--- src/inc/etsc_pkg.sv ---
// Summary of operation
// - counter reset works only when pin function select picks counter reset use
// - rising pulse on the event pin clears the counter; low level does nothing
// - 16-bit up counter ticks at 62.5 kHz, one count per 16 us
// - entering sampling mode from configuration mode starts the counter at zero
// - a reset pulse clears the counter, which then counts up again from zero
// - counter or sample count copied into count register at sample completion, before data ready
// - leaving sampling mode for configuration mode stops the counter
// - counter wraps from 65535 to zero and keeps counting
// - in counter reset mode the count register holds the timestamp counter
// - pulse to completion delay equals count times 16 us within 150 us
// - otherwise the count register holds a sample counter, one per 500 us
// - data ready sets on sample completion and clears when the sample is read
package etsc_pkg;
   // ==========================================================
   // register map, word indices; byte address is four times index
   localparam logic [7:0] IDX_MISC_CONTROL = 8'h02;
   localparam logic [7:0] IDX_STATUS = 8'h04;
   localparam logic [7:0] IDX_SAMPLE_DATA = 8'h06;
   localparam logic [7:0] IDX_SAMPLE_TIMESTAMP = 8'h0a;
   localparam logic [11:0] ADDR_MISC_CONTROL = {2'b00, IDX_MISC_CONTROL, 2'b00};
   localparam logic [11:0] ADDR_STATUS = {2'b00, IDX_STATUS, 2'b00};
   localparam logic [11:0] ADDR_SAMPLE_DATA = {2'b00, IDX_SAMPLE_DATA, 2'b00};
   localparam logic [11:0] ADDR_SAMPLE_TIMESTAMP = {2'b00, IDX_SAMPLE_TIMESTAMP, 2'b00};
   // ==========================================================
   // misc control fields
   localparam int MODE_BIT = 0;
   localparam int SEL_LSB = 6;
   localparam int SEL_MSB = 7;
   localparam logic [1:0] SEL_GPIO = 2'b00;
   localparam logic [1:0] SEL_COUNTER_RESET = 2'b01;
   localparam logic [15:0] COUNT_RESET = 16'h0000;
   // ==========================================================
   // timing
   localparam int CLK_PERIOD_NS = 50;
   localparam int TICK_PERIOD_NS = 16000;
   localparam int TICK_CYC = TICK_PERIOD_NS / CLK_PERIOD_NS;
   localparam int SAMPLE_PERIOD_NS = 500000;
   localparam int SAMPLE_CYC_DEF = SAMPLE_PERIOD_NS / CLK_PERIOD_NS;
   // ==========================================================
   typedef enum logic [1:0] {
      ETSC_CONFIG = 2'b01,
      ETSC_SAMPLING = 2'b10
   } etsc_mode_e;
endpackage : etsc_pkg

--- src/etsc_counter.sv ---
// Our own choice: the APB register port.
`timescale 1ns/1ps
`default_nettype none
module etsc_counter
   import etsc_pkg::*;
#(
   parameter int SAMPLE_CYC = SAMPLE_CYC_DEF
) (
   input wire logic clk,
   input wire logic rst_n,
   input wire logic psel,
   input wire logic penable,
   input wire logic pwrite,
   input wire logic [11:0] paddr,
   input wire logic [31:0] pwdata,
   output logic [31:0] prdata,
   output logic pready,
   output logic pslverr,
   input wire logic external_event_pin,
   input wire logic [15:0] sensorValue,
   output logic dataReady
);
   localparam int DIV_W = $clog2(SAMPLE_CYC + 1);
   localparam int TICK_W = $clog2(TICK_CYC + 1);

   // ==========================================================
   // state
   etsc_mode_e mode_q;
   logic [1:0] pinSel_q;
   logic extMeta_q;
   logic extSync_q;
   logic extPrev_q;
   logic [TICK_W-1:0] tickDiv_q;
   logic [TICK_W-1:0] tickDiv_d;
   logic [15:0] tsCount_q;
   logic [15:0] tsCount_d;
   logic [DIV_W-1:0] sampleDiv_q;
   logic [DIV_W-1:0] sampleDiv_d;
   logic [15:0] sampleCount_q;
   logic [15:0] timestampReg_q;
   logic [15:0] sampleReg_q;
   logic drdyPend_q;
   logic dataReady_q;
   logic [31:0] prdata_q;
   logic pready_q;
   logic pslverr_q;

   // ==========================================================
   // bus decode
   wire apbAccess = psel & penable & ~pready_q;
   wire apbCommit = psel & penable & pready_q;
   wire hitCtrl = (paddr == ADDR_MISC_CONTROL);
   wire hitStatus = (paddr == ADDR_STATUS);
   wire hitData = (paddr == ADDR_SAMPLE_DATA);
   wire hitCount = (paddr == ADDR_SAMPLE_TIMESTAMP);
   wire hitAny = hitCtrl | hitStatus | hitData | hitCount;
   wire ctrlWrite = apbCommit & pwrite & hitCtrl;
   wire dataRead = apbCommit & ~pwrite & hitData;
   wire sampling = (mode_q == ETSC_SAMPLING);
   wire startSampling = ctrlWrite & pwdata[MODE_BIT] & ~sampling;
   wire [31:0] ctrlView = {24'h0000_00, pinSel_q, 5'h00, sampling};
   wire [31:0] statusView = {30'h0000_0000, sampling, dataReady_q};
   wire [31:0] readMux = hitCtrl ? ctrlView :
                         hitStatus ? statusView :
                         hitData ? {16'h0000, sampleReg_q} :
                         hitCount ? {16'h0000, timestampReg_q} : 32'h0000_0000;

   // ==========================================================
   // event pin and timing
   // the pulse may be as short as 100 ns; two cycles at 20 MHz still catch it
   wire counterMode = (pinSel_q == SEL_COUNTER_RESET);
   wire extEdge = extSync_q & ~extPrev_q;
   wire extClear = extEdge & counterMode & sampling;
   wire tickEnd = (tickDiv_q == TICK_W'(TICK_CYC - 1));
   wire sampleDone = sampling & (sampleDiv_q == DIV_W'(SAMPLE_CYC - 1));
   wire [15:0] latchValue = counterMode ? tsCount_q : sampleCount_q + 16'h0001;

   always_comb begin
      tsCount_d = tsCount_q;
      tickDiv_d = tickDiv_q;
      if (startSampling || extClear) begin
         tsCount_d = COUNT_RESET;
         tickDiv_d = '0;
      end else if (sampling) begin
         tickDiv_d = tickEnd ? '0 : tickDiv_q + TICK_W'(1);
         if (tickEnd) begin
            tsCount_d = tsCount_q + 16'h0001;
         end
      end
   end

   // sample completion cadence; restarts with each sampling session
   assign sampleDiv_d = (!sampling || sampleDone) ? '0 : sampleDiv_q + DIV_W'(1);

   // ==========================================================
   // mode and control
   always_ff @(posedge clk or negedge rst_n) begin
      if (!rst_n) begin
         mode_q <= ETSC_CONFIG;
         pinSel_q <= SEL_GPIO;
      end else if (ctrlWrite) begin
         pinSel_q <= pwdata[SEL_MSB:SEL_LSB];
         unique case (pwdata[MODE_BIT])
            1'b1: mode_q <= ETSC_SAMPLING;
            1'b0: mode_q <= ETSC_CONFIG;
         endcase
      end
   end

   always_ff @(posedge clk or negedge rst_n) begin
      if (!rst_n) begin
         extMeta_q <= 1'b0;
         extSync_q <= 1'b0;
         extPrev_q <= 1'b0;
      end else begin
         extMeta_q <= external_event_pin;
         extSync_q <= extMeta_q;
         extPrev_q <= extSync_q;
      end
   end

   // counter holds its value outside sampling mode
   always_ff @(posedge clk or negedge rst_n) begin
      if (!rst_n) begin
         tsCount_q <= COUNT_RESET;
         tickDiv_q <= '0;
         sampleDiv_q <= '0;
      end else begin
         tsCount_q <= tsCount_d;
         tickDiv_q <= tickDiv_d;
         sampleDiv_q <= sampleDiv_d;
      end
   end

   // ==========================================================
   // sample latch and data ready
   // data ready is delayed a cycle so the count register is settled first
   always_ff @(posedge clk or negedge rst_n) begin
      if (!rst_n) begin
         sampleCount_q <= COUNT_RESET;
         timestampReg_q <= COUNT_RESET;
         sampleReg_q <= 16'h0000;
         drdyPend_q <= 1'b0;
      end else begin
         drdyPend_q <= sampleDone;
         if (sampleDone) begin
            sampleCount_q <= sampleCount_q + 16'h0001;
            timestampReg_q <= latchValue;
            sampleReg_q <= sensorValue;
         end
      end
   end

   // a new sample in the cycle the old one is read keeps data ready set
   always_ff @(posedge clk or negedge rst_n) begin
      if (!rst_n) begin
         dataReady_q <= 1'b0;
      end else if (drdyPend_q) begin
         dataReady_q <= 1'b1;
      end else if (dataRead) begin
         dataReady_q <= 1'b0;
      end
   end

   // ==========================================================
   // apb answer: one wait state, unmapped addresses error
   always_ff @(posedge clk or negedge rst_n) begin
      if (!rst_n) begin
         pready_q <= 1'b0;
         pslverr_q <= 1'b0;
         prdata_q <= 32'h0000_0000;
      end else begin
         pready_q <= apbAccess;
         pslverr_q <= apbAccess & ~hitAny;
         if (apbAccess && !pwrite) begin
            prdata_q <= readMux;
         end
      end
   end

   assign prdata = prdata_q;
   assign pready = pready_q;
   assign pslverr = pslverr_q;
   assign dataReady = dataReady_q;
endmodule : etsc_counter
`default_nettype wire

--- config.mk ---
export PLATFORM = sky130hd
export DESIGN_NAME = etsc_counter
export DESIGN_NICKNAME = d
export VERILOG_FILES = /design/src/inc/etsc_pkg.sv /design/src/etsc_counter.sv
export SDC_FILE = /design/constraint.sdc
export NUM_CORES = 1
export LEC_CHECK = 0
export ABC_AREA = 0
export BUFFER_PORTS_ARGS = -buffer_cell sky130_fd_sc_hd__buf_2
export CAP_MARGIN = 20
export CORE_AREA = 2 2 134 136
export DETAILED_ROUTE_END_ITERATION = 6
export DIE_AREA = 0 0 136 138
export PLACE_DENSITY = 0.53
export SKIP_LAST_GASP = 1
export SYNTH_ARGS = -nofsm -noshare
export SYNTH_HDL_FRONTEND = slang
export SYNTH_SLANG_ARGS = --single-unit
--- constraint.sdc ---
create_clock -name clk -period 2.6 [get_ports clk]
set_input_delay 0.52 -clock clk [delete_from_list [all_inputs] [get_ports clk]]
set_output_delay 0.52 -clock clk [all_outputs]
set_load 0.03 [all_outputs]
==> results.txt <==
status - finished, final reports clean
# clock sinks - 114
Worst Path Class, Setup - reg2reg
Via density - 5.39
peak per-stage delay on the critical path - 610 ps
Max clock buf depth - 2
# rows - 49
Critical Path, Cell by Cell - ha_1 > nand4b_1 > or3_1 > o311a_1 > a221o_1
total power - 0.00441 W
CTS Buf Count - 17
vias in the first global route - 4708
synth warn - 0
synth top area cells - dfrtp_1 47%, mux2_2 5.1%, o21ai_0 3.5%, xor2_1 2.9%, nand3_1 2.6%
cts hold-fix bufs - 0
post-route cell area - 7070 µm²
fin crit period - 2210 ps
Sum Neg Setup Slack - 0 ps
height of the chip - 138 µm
Die W - 136 µm
DR pass1 iterations - 6
Seq. cell area - 2850 µm²
#FFs+latches synth - 114
maximum VDD drop - 0.000419 V
Post-CTS Setup Bufs - 0
Placer Congestion - 0.827
worst setup margin - 389 ps
Rel. slew slack - 0.545
ys async rst share - 1.00
Synth-to-Final Area Change - 18.1%
Cells after Synth - 589
WP depth - 5
DRT iter0 DRCs - 322
io pins - 101
worst reg-to-reg path cell count - 5
Post-DP Area - 6450 µm²
count of unique library cells instantiated by Yosys - 68
mapped cell area - 5990 µm²
commonest cells after routing, fill and taps aside - 113 x dfrtp_1, 54 x buf_2, 42 x o21ai_0, 41 x nand2_1, 31 x nand3_1
sequential-to-total area share from yosys stat - 0.476
R2R Path Start - tickDiv_q[0]
skew final - 7.57 ps
Yosys top cell by area - dfrtp_1
Fmax - 452 MHz
# port buffers - 55
Final nets - 712
Starting Density - 0.342
detailed-route wire length per cell - 16.3 µm
Post-route DRC - 0
crit path from - tickDiv_q[0]
most common cell after layout, fill and taps aside - dfrtp_1
Buf/Inv on CP - 0
CTS tree - built
clk slew on worst S/H paths - 50 ps
ant diodes - 0
Startpoint Class - register
RR Endpoint - tsCount_q[12]
multi-input combinational cell area - 2830 µm²
Root Driver - clkbuf_16
worst skew pair latency - 420 ps
Post-Layout Cell Count - 883
crit path max-delay cell type - or3_1
fillers - 1739
Resized cells post-CTS - 0
crit-path max FO - 17
Routed Antenna Nets - 0
Core Footprint - 17500 µm²
Avg Inst Size Synth - 10.2 µm²
Crit path max-delay family - simple AND/OR/NAND/NOR gates
worst path required time - 2900 ps
Max Slew Vio Count - 0
post-detail-place hpwl - 9850 µm
EDFF count, synth - 0
worst setup path end - tsCount_q[12]
RSZ-0062 raised after global routing - no
crit path capture type - register
placed cells - 852
vias - 4757
global-route wire length before repair - 24000 µm
Arr. time, crit path - 2510 ps
Max Cap Viol - 0
share of cells above drive strength 1 - 0.209
initial antenna violation count - 0
Leakage - 3.15 nW
post-synth top area share - 0.472
Top FF cell, synth - dfrtp_1
Slew @ Worst Pin - 682 ps
largest net degree at the start of global routing - 49
die area - 18800 µm²
final period utilization - 0.850
Post-Place Worst Slack - 255 ps
Tot GR Track Use - 0.160
Routed WL - 14400 µm
Final Hold Violating Endpoints - 0
Final setup viols - 0
grt ovf - 0
htree depth - 4
Min-Delay Path Class - in2async
flop2flop setup slack - 390 ps
P per Cell Area - 623 nW/µm²
[report_power, final]
part,internal [W],switching (W)
sequential,0.00178,0.00000498
clock,0.00168,0.000790
combinational,0.0000392,0.000107
[synthesized netlist by cell type (6+ instances only)]
cell type  instances
a21oi_1           11
a31oi_1           20
and3_1            12
and4_1             8
buf_2              7
buf_4             19
clkbuf_1          19
dfrtp_1          113
inv_1             10
mux2_2            27
mux2i_1           14
nand2_1           41
nand2b_1           6
nand3_1           31
nand4_1           16
nor2_1            26
nor3_1            20
nor4_1             8
o211ai_1           7
o21ai_0           42
o31ai_1            8
or3_1              9
xnor2_1           12
xor2_1            20
[state kept, by name (all words and copies together), names as in the netlist]
| signal | count |
|---|---|
| extPrev_q | 1 |
| prdata | 16 |
| tsCount_q | 16 |
| extMeta_q | 1 |
| pinSel_q | 2 |
| timestampReg_q | 16 |
| pready | 1 |
| sampleCount_q | 16 |
| mode_q | 2 |
| dataReady | 1 |
| extSync_q | 1 |
| sampleDiv_q | 14 |
| tickDiv_q | 9 |
| sampleReg_q | 16 |
| pslverr | 1 |
| drdyPend_q | 1 |
[stage by stage]
step           hold slack, ps   util
2_1_floorplan             224      -
3_3_place_gp              338  0.368
3_5_place_dp              340  0.368
4_1_cts                   160  0.403
5_1_grt                   177  0.403
6_report                  121  0.403
[layer usage]
layer	routed length, µm	GRT usage
met4	242	0.0630
met2	6770	0.249
met3	611	0.0374
met5	0	0
met1	6740	0.217
[how the worst min path moves through the flow]
stage / slack (ps) / from / cells past startpoint / end
after floorplan: 220 / rst_n / 0 / dataReady
after global placement: 340 / extMeta_q / 0 / extSync_q
after detailed placement: 340 / extMeta_q / 0 / extSync_q
after CTS: 160 / rst_n / 1 / sampleDiv_q[4]
after global routing: 180 / rst_n / 1 / sampleDiv_q[4]
final: 120 / rst_n / 1 / sampleDiv_q[4]
[cells by family (layout without fill, tap and decap cells)]
group                    Yosys count  after routing  synth area share
multiplexers                      41             41            0.0741
AND/OR/NAND/NOR                  206            206             0.193
XOR/XNOR                          32             32            0.0468
buffers and inverters             64            114            0.0603
adder cells (fa/ha/maj)            4              4           0.00835
other                              1             16          0.000626
AO/OA/AOI/OAI                    127            127             0.141
flip-flops                       114            114             0.476
[worst reg2reg max path, cell delays in order (launching register included)]
cell and delay [ps]:
dfrtp_1 370, ha_1 260, nand4b_1 140, or3_1 610
o311a_1 450, a221o_1 260
[area by class of cell]
| class | instances | share of cell area |
|---|---|---|
| well taps | 229 | 0.0405 |
| inverters | 11 | 0.00619 |
| flip-flops and latches | 114 | 0.403 |
| repair buffers | 72 | 0.0608 |
| clock buffers | 28 | 0.0759 |
| multi-input cells | 426 | 0.400 |
| clock inverters | 3 | 0.0127 |
Note: power is estimated with default switching activity, not from simulation.
